`config.mk`:
```
export PLATFORM = sky130hd
export DESIGN_NAME = thermal_sensor_status
export DESIGN_NICKNAME = d
export VERILOG_FILES = /design/src/thermal_pkg.sv /design/src/thermal_sensor_status.sv /design/src/log_flag.sv
export SDC_FILE = /design/constraint.sdc
export NUM_CORES = 1
export LEC_CHECK = 0
export BUFFER_PORTS_ARGS = -buffer_cell sky130_fd_sc_hd__clkbuf_2
export CORE_MARGIN = 1
export CORE_UTILIZATION = 25
export DETAILED_ROUTE_END_ITERATION = 8
export SYNTH_ARGS = -nofsm -noshare
export SYNTH_HDL_FRONTEND = slang
export SYNTH_SLANG_ARGS = --single-unit
```
`constraint.sdc`:
```
create_clock -name core_clk -period 2.61 [get_ports core_clk]
set_input_delay 0.1305 -clock core_clk [delete_from_list [all_inputs] [get_ports core_clk]]
set_output_delay 0.1305 -clock core_clk [all_outputs]
set_load 0.01 [all_outputs]
```
`src/thermal_pkg.sv`:
```
// Constants shared by the thermal sensor readout block
//
// Notes on behaviour
// Identification leaf reports sensor present and number of usable thresholds.
// Current-hot status bit mirrors live sensor hot output; writes ignored.
// Hot history bit sets on hot output; cleared by reset or zero write.
// External-pin status bit is high while hot or force-reduce pin driven.
// External-pin log sticks on either pin; hot pin counts only if bidirectional.
// Critical status bit follows the critical detector output.
// Critical log sticks once critical asserted; cleared by reset or zero write.
// First threshold status is one while readout is at most first threshold.
// First threshold log sticks once reached; cleared by reset or zero write.
// Second threshold status is one while temperature is at or above it.
// Second threshold log sticks once reached; cleared by reset or zero write.
// Readout field gives degrees below activation point, zero at the point.
// Resolution field reports sensor tolerance in degrees, read only.
// Valid bit is set only while readout holds a valid measurement.
// Software keeps new thresholds resolution plus one degree from temperature.
// Control bit 0 enables interrupt on low-to-high transition; resets to zero.
// Control bit 1 enables interrupt on high-to-low transition; resets to zero.
// Bits 2 and 3 enable external hot-pin and force-reduce-pin interrupts.
// Control bit 4 enables the critical temperature interrupt.
// Bits 14:8 first threshold; bit 15 low enables crossing interrupt.
// Bits 22:16 second threshold; bit 23 low enables crossing interrupt.
// Interrupts go out one shared line; software reads flags for the source.
// Thermal vector entry starts masked after reset until software unmasks.
// Writing one to a log flag leaves it; read-only bits ignore writes.
package thermal_pkg;

  // ==========================================================================
  // Register selection and widths
  localparam int           DATA_W        = 64;
  localparam int           READ_W        = 7;
  localparam logic [1:0]   SEL_STATUS    = 2'h0;
  localparam logic [1:0]   SEL_CONTROL   = 2'h1;

  // ==========================================================================
  // Status field positions
  localparam int ST_HOT        = 0;
  localparam int ST_HOT_LOG    = 1;
  localparam int ST_EXT        = 2;
  localparam int ST_EXT_LOG    = 3;
  localparam int ST_CRIT       = 4;
  localparam int ST_CRIT_LOG   = 5;
  localparam int ST_TH1        = 6;
  localparam int ST_TH1_LOG    = 7;
  localparam int ST_TH2        = 8;
  localparam int ST_TH2_LOG    = 9;
  localparam int ST_READ_LO    = 16;
  localparam int ST_RES_LO     = 27;
  localparam int ST_VALID      = 31;

  // ==========================================================================
  // Control field positions and reset value
  localparam int CT_HIGH_EN    = 0;
  localparam int CT_LOW_EN     = 1;
  localparam int CT_HOTPIN_EN  = 2;
  localparam int CT_FORCE_EN   = 3;
  localparam int CT_CRIT_EN    = 4;
  localparam int CT_TH1_LO     = 8;
  localparam int CT_TH1_DIS    = 15;
  localparam int CT_TH2_LO     = 16;
  localparam int CT_TH2_DIS    = 23;
  localparam logic [63:0] CT_WRITE_MASK = 64'h0000_0000_00FF_FF1F;
  localparam logic [63:0] CT_RESET      = 64'h0000_0000_0000_0000;

  // ==========================================================================
  // Identification leaf and sensor defaults
  localparam int          ID_THRESH_COUNT = 2;
  localparam logic [3:0]  RESOLUTION_DEG  = 4'h1;

endpackage : thermal_pkg

```
`src/thermal_sensor_status.sv`:
```
// Per-core digital thermal sensor status, thresholds and interrupt logic
`timescale 1ns/10ps
`default_nettype none
module thermal_sensor_status #(
  parameter int         THRESH_COUNT = thermal_pkg::ID_THRESH_COUNT,
  parameter logic [3:0] RESOLUTION   = thermal_pkg::RESOLUTION_DEG
) (
  input  wire logic        core_clk,
  input  wire logic        reset,
  // Sensor outputs, on core_clk
  input  wire logic        sensor_hot,
  input  wire logic        critical_temp,
  input  wire logic [6:0]  readout,
  input  wire logic        readout_valid,
  // Platform pins and configuration, asynchronous
  input  wire logic        ext_hot_pin,
  input  wire logic        force_power_reduce_pin,
  input  wire logic        bidir_hot_enable,
  // Model-specific register access
  input  wire logic        msr_rd_en,
  input  wire logic        msr_wr_en,
  input  wire logic [1:0]  msr_sel,
  input  wire logic [63:0] msr_wdata,
  output var  logic [63:0] msr_rdata,
  output var  logic        msr_rd_valid,
  output var  logic        msr_fault,
  // Local vector table thermal mask
  input  wire logic        lvt_mask_wr_en,
  input  wire logic        lvt_mask_wdata,
  output var  logic        lvt_thermal_masked,
  // Identification leaf fields
  output var  logic        id_sensor_present,
  output var  logic [3:0]  id_thresh_count,
  // Shared thermal interrupt, one cycle
  output var  logic        thermal_irq
);

  // Elaboration check: the control word only holds two thresholds
  if (THRESH_COUNT < 0 || THRESH_COUNT > 2) begin : g_bad_count
    $error("THRESH_COUNT must be 0 to 2");
  end

  // ==========================================================================
  // Pin synchronisers and edge history
  logic [2:0] pin_meta_reg;
  logic [2:0] pin_sync_reg;
  logic [2:0] pin_prev_reg;
  always_ff @(posedge core_clk) begin
    if (reset) begin
      pin_meta_reg <= 3'h0;
      pin_sync_reg <= 3'h0;
      pin_prev_reg <= 3'h0;
    end else begin
      pin_meta_reg <= {bidir_hot_enable, force_power_reduce_pin, ext_hot_pin};
      pin_sync_reg <= pin_meta_reg;
      pin_prev_reg <= pin_sync_reg;
    end
  end

  wire ext_hot   = pin_sync_reg[0];
  wire ext_force = pin_sync_reg[1];
  wire bidir_on  = pin_sync_reg[2];
  wire hot_rise  = ext_hot & ~pin_prev_reg[0];
  wire force_rise = ext_force & ~pin_prev_reg[1];

  // ==========================================================================
  // Control register
  logic [63:0] control_reg;
  wire  wr_status  = msr_wr_en & (msr_sel == thermal_pkg::SEL_STATUS);
  wire  wr_control = msr_wr_en & (msr_sel == thermal_pkg::SEL_CONTROL);
  wire  [63:0] control_next = msr_wdata & thermal_pkg::CT_WRITE_MASK;

  // Enables default off
  always_ff @(posedge core_clk) begin
    if (reset) begin
      control_reg <= thermal_pkg::CT_RESET;
    end else if (wr_control) begin
      control_reg <= control_next;
    end
  end

  wire [6:0] th1_value = control_reg[thermal_pkg::CT_TH1_LO +: thermal_pkg::READ_W];
  wire [6:0] th2_value = control_reg[thermal_pkg::CT_TH2_LO +: thermal_pkg::READ_W];

  // ==========================================================================
  // Live status terms
  // Lower readout means hotter
  wire th1_hit = readout_valid & (readout <= th1_value) & (THRESH_COUNT >= 1);
  wire th2_hit = readout_valid & (readout <= th2_value) & (THRESH_COUNT >= 2);
  // Hot pin counts only when bidirectional feature on
  wire ext_live = (ext_hot & bidir_on) | ext_force;

  logic hot_prev_reg;
  logic crit_prev_reg;
  logic th1_prev_reg;
  logic th2_prev_reg;
  always_ff @(posedge core_clk) begin
    if (reset) begin
      hot_prev_reg  <= 1'b0;
      crit_prev_reg <= 1'b0;
      th1_prev_reg  <= 1'b0;
      th2_prev_reg  <= 1'b0;
    end else begin
      hot_prev_reg  <= sensor_hot;
      crit_prev_reg <= critical_temp;
      th1_prev_reg  <= th1_hit;
      th2_prev_reg  <= th2_hit;
    end
  end

  // ==========================================================================
  // Sticky log flags, cleared by a zero write
  // Writing one leaves a flag as it is
  wire [4:0] log_set = {th2_hit, th1_hit, critical_temp, ext_live, sensor_hot};
  wire [4:0] log_clr = {5{wr_status}} & ~{msr_wdata[thermal_pkg::ST_TH2_LOG],
                                          msr_wdata[thermal_pkg::ST_TH1_LOG],
                                          msr_wdata[thermal_pkg::ST_CRIT_LOG],
                                          msr_wdata[thermal_pkg::ST_EXT_LOG],
                                          msr_wdata[thermal_pkg::ST_HOT_LOG]};
  logic [4:0] log_q;

  // Sticky history bits
  genvar gi;
  generate
    for (gi = 0; gi < 5; gi++) begin : g_log
      log_flag u_log (
        .core_clk (core_clk),
        .reset    (reset),
        .set      (log_set[gi]),
        .clear    (log_clr[gi]),
        .flag     (log_q[gi])
      );
    end
  endgenerate

  // ==========================================================================
  // Status word assembly
  logic [63:0] status_word;
  always_comb begin
    status_word = 64'h0000_0000_0000_0000;
    // Live hot mirror
    status_word[thermal_pkg::ST_HOT]      = sensor_hot;
    status_word[thermal_pkg::ST_HOT_LOG]  = log_q[0];
    // External pin activity
    status_word[thermal_pkg::ST_EXT]      = ext_hot | ext_force;
    status_word[thermal_pkg::ST_EXT_LOG]  = log_q[1];
    // Critical detector
    status_word[thermal_pkg::ST_CRIT]     = critical_temp;
    status_word[thermal_pkg::ST_CRIT_LOG] = log_q[2];
    status_word[thermal_pkg::ST_TH1]      = th1_hit;
    status_word[thermal_pkg::ST_TH1_LOG]  = log_q[3];
    status_word[thermal_pkg::ST_TH2]      = th2_hit;
    status_word[thermal_pkg::ST_TH2_LOG]  = log_q[4];
    // Readout, resolution and valid
    status_word[thermal_pkg::ST_READ_LO +: thermal_pkg::READ_W] = readout;
    status_word[thermal_pkg::ST_RES_LO +: 4] = RESOLUTION;
    status_word[thermal_pkg::ST_VALID]    = readout_valid;
  end

  // ==========================================================================
  // Register read port, answer one cycle after request
  wire sel_ok = (msr_sel == thermal_pkg::SEL_STATUS) | (msr_sel == thermal_pkg::SEL_CONTROL);
  wire [63:0] read_mux = (msr_sel == thermal_pkg::SEL_STATUS)  ? status_word :
                         (msr_sel == thermal_pkg::SEL_CONTROL) ? control_reg :
                         64'h0000_0000_0000_0000;

  always_ff @(posedge core_clk) begin
    if (reset) begin
      msr_rdata    <= 64'h0000_0000_0000_0000;
      msr_rd_valid <= 1'b0;
      msr_fault    <= 1'b0;
    end else begin
      msr_rdata    <= msr_rd_en ? read_mux : msr_rdata;
      msr_rd_valid <= msr_rd_en;
      msr_fault    <= (msr_rd_en | msr_wr_en) & ~sel_ok;
    end
  end

  // ==========================================================================
  // Interrupt sources, all share one line
  // Hot output transitions
  wire ev_high  = control_reg[thermal_pkg::CT_HIGH_EN] & sensor_hot & ~hot_prev_reg;
  wire ev_low   = control_reg[thermal_pkg::CT_LOW_EN] & ~sensor_hot & hot_prev_reg;
  // Pin events, hot pin only when bidirectional
  wire ev_pin   = (control_reg[thermal_pkg::CT_HOTPIN_EN] & bidir_on & hot_rise) |
                  (control_reg[thermal_pkg::CT_FORCE_EN] & force_rise);
  // Critical detector rising
  wire ev_crit  = control_reg[thermal_pkg::CT_CRIT_EN] & critical_temp & ~crit_prev_reg;
  // Threshold crossings either way, inverted enables
  wire ev_th1   = ~control_reg[thermal_pkg::CT_TH1_DIS] & (th1_hit ^ th1_prev_reg);
  wire ev_th2   = ~control_reg[thermal_pkg::CT_TH2_DIS] & (th2_hit ^ th2_prev_reg);
  wire ev_any   = ev_high | ev_low | ev_pin | ev_crit | ev_th1 | ev_th2;

  // Vector entry masked from reset
  always_ff @(posedge core_clk) begin
    if (reset) begin
      lvt_thermal_masked <= 1'b1;
    end else if (lvt_mask_wr_en) begin
      lvt_thermal_masked <= lvt_mask_wdata;
    end
  end

  // Single shared interrupt pulse
  always_ff @(posedge core_clk) begin
    if (reset) begin
      thermal_irq <= 1'b0;
    end else begin
      thermal_irq <= ev_any & ~lvt_thermal_masked;
    end
  end

  // ==========================================================================
  // Identification leaf outputs
  // Presence and threshold count
  always_ff @(posedge core_clk) begin
    if (reset) begin
      id_sensor_present <= 1'b0;
      id_thresh_count   <= 4'h0;
    end else begin
      id_sensor_present <= 1'b1;
      id_thresh_count   <= 4'(THRESH_COUNT);
    end
  end
endmodule : thermal_sensor_status
`default_nettype wire

```
`src/log_flag.sv`:
```
// Sticky log flag with set priority over software zero-write clear
`timescale 1ns/10ps
`default_nettype none
module log_flag (
  input  wire logic core_clk,
  input  wire logic reset,
  input  wire logic set,
  input  wire logic clear,
  output var  logic flag
);

  // ==========================================================================
  // Sticky bit: set wins over clear, writing one does nothing
  always_ff @(posedge core_clk) begin
    if (reset) begin
      flag <= 1'b0;
    end else if (set) begin
      flag <= 1'b1;
    end else if (clear) begin
      flag <= 1'b0;
    end
  end

endmodule : log_flag
`default_nettype wire

```
# ---- Word level (Yosys, flattened, before mapping)
# Index checks and enable logic that the tools add are counted.
dict set report word_totals {
  register_bits 111
  in_bits 85
  output_inout_bits 73
  word_cells 86
}
dict set report classes {
  order_cmp 2
  n_eq_ne 1
  mux 14
  bitwise 43
  n_reduce_logical 6
}
# op count
set ops {}
lappend ops {{32-bit 2-to-1 mux} 1}
lappend ops {{24-bit 2-to-1 mux} 1}
lappend ops {{1-bit AND} 20}
lappend ops {{7-bit less-or-equal comparator} 2}
lappend ops {{1-bit 2-to-1 mux} 11}
lappend ops {{1-bit bitwise OR} 10}
lappend ops {{2-bit nonzero test} 5}
lappend ops {{1-bit inverter} 9}
lappend ops {{5-bit AND} 1}
lappend ops {{5-bit inverter} 1}
lappend ops {{2-bit by 1-bit == test with 1-bit output, second input constant} 1}
lappend ops {{2-bit logical NOT} 1}
lappend ops {{2-bit 2-to-1 mux} 1}
lappend ops {{1-bit bitwise XOR} 2}

# ---- Depth between registers and ports, before layout
dict set report logic_depth {
  depth_word 9
  mapped_depth 7
  ltp_nobuf 7
}

# ---- Cells and area by module
# Synthesis repeated with hierarchy kept, for this count alone.
dict set report unflattened {
  cells_unflattened 351
  hier_area_um2 3094.2
}
# module instances cells_each area_per_inst_um2 seq_area_each_um2
set modules_own_cells {}
lappend modules_own_cells {thermal_sensor_status 1 331 2900.3 1281.2}
lappend modules_own_cells {log_flag 5 4 38.8 20.0}

# ---- Least setup slack after synthesis
# OpenSTA, ideal clock, no wires.
dict set report synth_timing {
  path_kind {reg2reg}
  from {reg control_reg[20]}
  to {reg thermal_irq}
  setup_time_ns 0.088
  t_arrival_ns 1.678
  required_ns 2.522
  path_slack_ns 0.843
  stages_incl_launch_ff 8
  path_buffers 0
  synth_period_minus_slack_ns 1.767
  path_cell_list {dfxtp_1 -> inv_1 -> ha_1 -> a211oi_1 -> o21bai_1 -> o22ai_1 -> mux2_4 -> a311oi_2}
}
dict set report synth_between {
  elab_chain_len 6
}
# element line_no
set synth_rtl {}
lappend synth_rtl {{start: declaration} thermal_sensor_status.sv:68} ;# logic [63:0] control_reg;
lappend synth_rtl {{start signal: assignment} thermal_sensor_status.sv:76} ;# control_reg <= thermal_pkg::CT_RESET;
lappend synth_rtl {{start signal: assignment} thermal_sensor_status.sv:78} ;# control_reg <= control_next;
lappend synth_rtl {{7-bit less-or-equal comparator} thermal_sensor_status.sv:89} ;# wire th2_hit = readout_valid & (readout <= th2_value) & (THRESH_COUNT >= 2);
lappend synth_rtl {{1-bit AND} thermal_sensor_status.sv:89}
lappend synth_rtl {{1-bit bitwise XOR} thermal_sensor_status.sv:191} ;# wire ev_th2 = ~control_reg[thermal_pkg::CT_TH2_DIS] & (th2_hit ^ th2_prev_reg);
lappend synth_rtl {{1-bit AND} thermal_sensor_status.sv:191}
lappend synth_rtl {{1-bit bitwise OR} thermal_sensor_status.sv:192} ;# wire ev_any = ev_high | ev_low | ev_pin | ev_crit | ev_th1 | ev_th2;
lappend synth_rtl {{1-bit AND} thermal_sensor_status.sv:208} ;# thermal_irq <= ev_any & ~lvt_thermal_masked;
lappend synth_rtl {{end signal: assignment} thermal_sensor_status.sv:208}
lappend synth_rtl {{end: declaration} thermal_sensor_status.sv:35} ;# output var logic thermal_irq
# Every way passes these cells.
# A chain may end at the register's enable or synchronous reset.

# ---- Worst setup path after layout
# Same ends and word-level chain as after synthesis.

==> metrics.csv <==
stage,metric,value,unit
global_route,grt_antenna_before_repair,0,
pwr,p_leak,1.73,nW
final_layout,antennaDiodeCount,0,
global_route,grt_pass1_wl,12200,um
die,initial_cell_density_of_the_core,0.261,
pwr,cell_internal_pwr,2.05,mW
sta,slew_headroom,0.405,
global_route,gr-total-overflow,0,
placement,detailed_place_hpwl,5460,um
detailed_routing,detail_route.vias_per_cell,4.35,
final_layout,fraction_of_layout_instances_using_a_drive_strength_above_1,0.240,
detailed_routing,drt_drc_violations_left,5,
synth,synth_area_per_cell,8.93,um^2
sta,slew_viol_final,0,
clock_network,clockRootBuffer,sky130_fd_sc_hd__clkbuf_16,
clock_network,htree_num_levels,3,
sta,final_min_period_over_clock_period,0.792,
die,chip_width,112,um
pwr,pwr-share-seq,0.416,
detailed_routing,drt-total-wl,7540,um
synth,postSynthRegisterBits,69,
clock_network,cts_tree,yes,
detailed_routing,detailedRoute.firstPassIterationCount,8,
global_route,grt_max_degree,43,
clock_network,postCtsResizedCells,0,
critical_path,cp.required,2.85,ns
synth,synth_most_common_cell,sky130_fd_sc_hd__dfxtp_1,
synth,synth-async-reset-ratio,0,
pwr,total_power_after_layout,2.67,mW
pwr,swShare,0.234,
die,floorplan.core_area,11600,um^2
sta,finalSetupViolCount,0,
pwr,clock_power_share,0.498,
hold_path,min_path_type,input pin to flip-flop,
detailed_routing,ant_nets,0,
synth,post_synth_num_cell_types,35,
job,maxCapViolations,0,
synth,synth-main-ff-cell,sky130_fd_sc_hd__dfxtp_1,
pwr,maximum_resistive_drop_on_vdd,288,uV
final_layout,largest_register_ff_count,26,
final_layout,ff_latch_area,1380,um^2
synth,synth_top_area_cell,sky130_fd_sc_hd__dfxtp_1,
critical_path,cp-start-kind,flip-flop,
synth,synth_top_cells_by_area,"sky130_fd_sc_hd__dfxtp_1 (46%), sky130_fd_sc_hd__buf_4 (10%), sky130_fd_sc_hd__nand2_1 (6.7%)",
global_route,grt_pass1_vias,2419,
die,io_pins,158,
critical_path,timing.critical_path.buf_inv,1,
final_layout,final.fill_count,1223,
sta,unrepaired_setup_endpoints_after_global_routing,no,
pwr,netsw,626,uW
final_layout,area_growth,23.5,%
pwr,cellPowerDensity,715,nW/um^2
clock_network,cts.hold.buffers_added,3,
synth,netlist_area,3030,um^2
synth,synth_top_area_frac,0.456,
final_layout,multi_input_logic_area,1290,um^2
critical_path,critical_path.slowest_cell,sky130_fd_sc_hd__dfxtp_1,
run_status,status,"complete, but fails checks",
critical_path,critical_path.max_fanout,3,
clock_network,clock-sinks,69,
pwr,share_comb_of_total_power,0.086,
sta,tightest_slew,0.892,ns
clock_network,clock_insertion_delay_worst_skew,0.33,ns
detailed_routing,detailed_route_iter0_violations,191,
sta,timing.final.hold_violations,0,
final_layout,finish.net_count,515,
die,floorplan.rows,39,
synth,count_of_flip_flops_with_a_built_in_enable_after_synthesis,0,
critical_path,critical_path.max_stage_delay,0.39,ns
critical_path,path_class,flip-flop to flip-flop,
placement,io_buffer_count,75,
run_status,violations,design-rule violations,
critical_path,worst_ep_arrival_time,2.31,ns
sta,finalClockSkew,0.00541,ns
detailed_routing,num_vias,2456,
synth,post_synth_most_frequent_cells,"sky130_fd_sc_hd__dfxtp_1 (69), sky130_fd_sc_hd__nand2_1 (54), sky130_fd_sc_hd__buf_4 (42), sky130_fd_sc_hd__a21oi_1 (35), sky130_fd_sc_hd__inv_1 (29)",
sta,worst_hold_slack,0.0148,ns
die,floorplan.die_area,12600,um^2
detailed_routing,route.detailed.wl_per_inst,13.4,um
synth,synth-seq-area-share,0.456,
sta,achievable-frequency,484,MHz
synth,netlist_instances,339,
clock_network,postCtsSetupBuffers,0,
synth,number_of_warnings_reported_in_the_yosys_synthesis_log,0,
sta,tns,0,ns
critical_path,worst_path_dominant_cell_family,compound AO/OA/AOI/OAI gates,
placement,final_wtd_congestion,0.802,
global_route,gr-usage-all-layers,0.129,
clock_network,cts_clk_pin_slew_worst_paths,0.06,ns
critical_path,timing.critical_path.cells,inv_1 > ha_1 > a211oi_1 > o21bai_1 > o22ai_1 > mux2_4 > a311oi_2,
sta,final.min_clock_period,2.07,ns
die,chipHeight,112,um
critical_path,worst_setup_path_end_kind,flip-flop,
clock_network,cts-buffers-inserted,9,
clock_network,clockBufferDepth,2,
## through the flow
stage               cells  cell area (um^2)   util  setup slack (ns)
floorplan             379              3180      -             0.843
global placement      545              3380  0.291             0.565
detailed placement    545              3380  0.291             0.523
CTS                   564              3740  0.322             0.494
global route          564              3740  0.322             0.432
finish                564              3740  0.322             0.542
## final timing paths
check	from	endpoint	slack, ns	cells past startpoint
worst max-delay path	control_reg[20]$_SDFFE_PP0P_	thermal_irq$_SDFF_PP0_	0.54	7
worst min-delay path	ext_hot_pin	pin_meta_reg[0]$_SDFF_PP0_	0.01	2
worst max register to register	control_reg[20]$_SDFFE_PP0P_	thermal_irq$_SDFF_PP0_	0.54	7
worst min register to register	pin_meta_reg[2]$_SDFF_PP0_	pin_sync_reg[2]$_SDFF_PP0_	0.44	1
## worst reg2reg max path, stage by stage (launching register included)
cell	delay, ns
sky130_fd_sc_hd__dfxtp_1	0.39
sky130_fd_sc_hd__inv_1	0.06
sky130_fd_sc_hd__ha_1	0.29
sky130_fd_sc_hd__a211oi_1	0.25
sky130_fd_sc_hd__o21bai_1	0.13
sky130_fd_sc_hd__o22ai_1	0.28
sky130_fd_sc_hd__mux2_4	0.34
sky130_fd_sc_hd__a311oi_2	0.25
## placed cells by master, fill, tap and decap left out, types with 5 or more instances in the layout
master,synthesis,final
sky130_fd_sc_hd__conb_1,1,41
sky130_fd_sc_hd__clkbuf_16,0,9
sky130_fd_sc_hd__nor2b_1,8,8
sky130_fd_sc_hd__nor2_1,9,9
sky130_fd_sc_hd__dfxtp_1,69,69
sky130_fd_sc_hd__inv_1,29,29
sky130_fd_sc_hd__clkbuf_2,0,75
sky130_fd_sc_hd__nand2_1,54,54
sky130_fd_sc_hd__ha_1,14,14
sky130_fd_sc_hd__a222oi_1,12,12
sky130_fd_sc_hd__o21ai_0,8,8
sky130_fd_sc_hd__nand3_1,5,5
sky130_fd_sc_hd__a22o_1,9,9
sky130_fd_sc_hd__buf_4,42,5
sky130_fd_sc_hd__a21oi_1,35,35
## power groups by stage
stage	clock network, mW	registers [mW]	logic (mW)
3_3_place_gp	0	1.13	0.223
5_1_grt	1.43	1.12	0.262
2_1_floorplan	0	1.13	0.182
3_5_place_dp	0	1.14	0.228
4_1_cts	1.37	1.11	0.233
6_report	1.33	1.11	0.231
## kinds of logic (layout without fill, tap and decap cells)
family | Yosys count | after routing | share of synthesized area
adders and majority gates | 14 | 14 | 0.0579
AOI/OAI and AO/OA | 77 | 77 | 0.174
muxes | 2 | 2 | 0.00826
and+or+nand+nor | 90 | 90 | 0.137
DFF | 69 | 69 | 0.456
buffers and inverters | 86 | 128 | 0.166
other | 1 | 41 | 0.00124
## layout make-up
cell class,count,share of cell area
sequential,69,0.369
clock inverter,6,0.0251
tap,143,0.0478
multi-input combinational,224,0.346
timing repair buffer,83,0.118
inverter,29,0.0291
clock buffer,10,0.0639
## metal layers
metal  up-vias  track usage  wire length (um)
met5         -            0                 0
met2        94        0.213              3640
met1      1121        0.157              3330
met3         7       0.0410               486
li1       1234            -                 -
met4         0       0.0453                80
No activity file was read; power rests on OpenSTA's default activity.
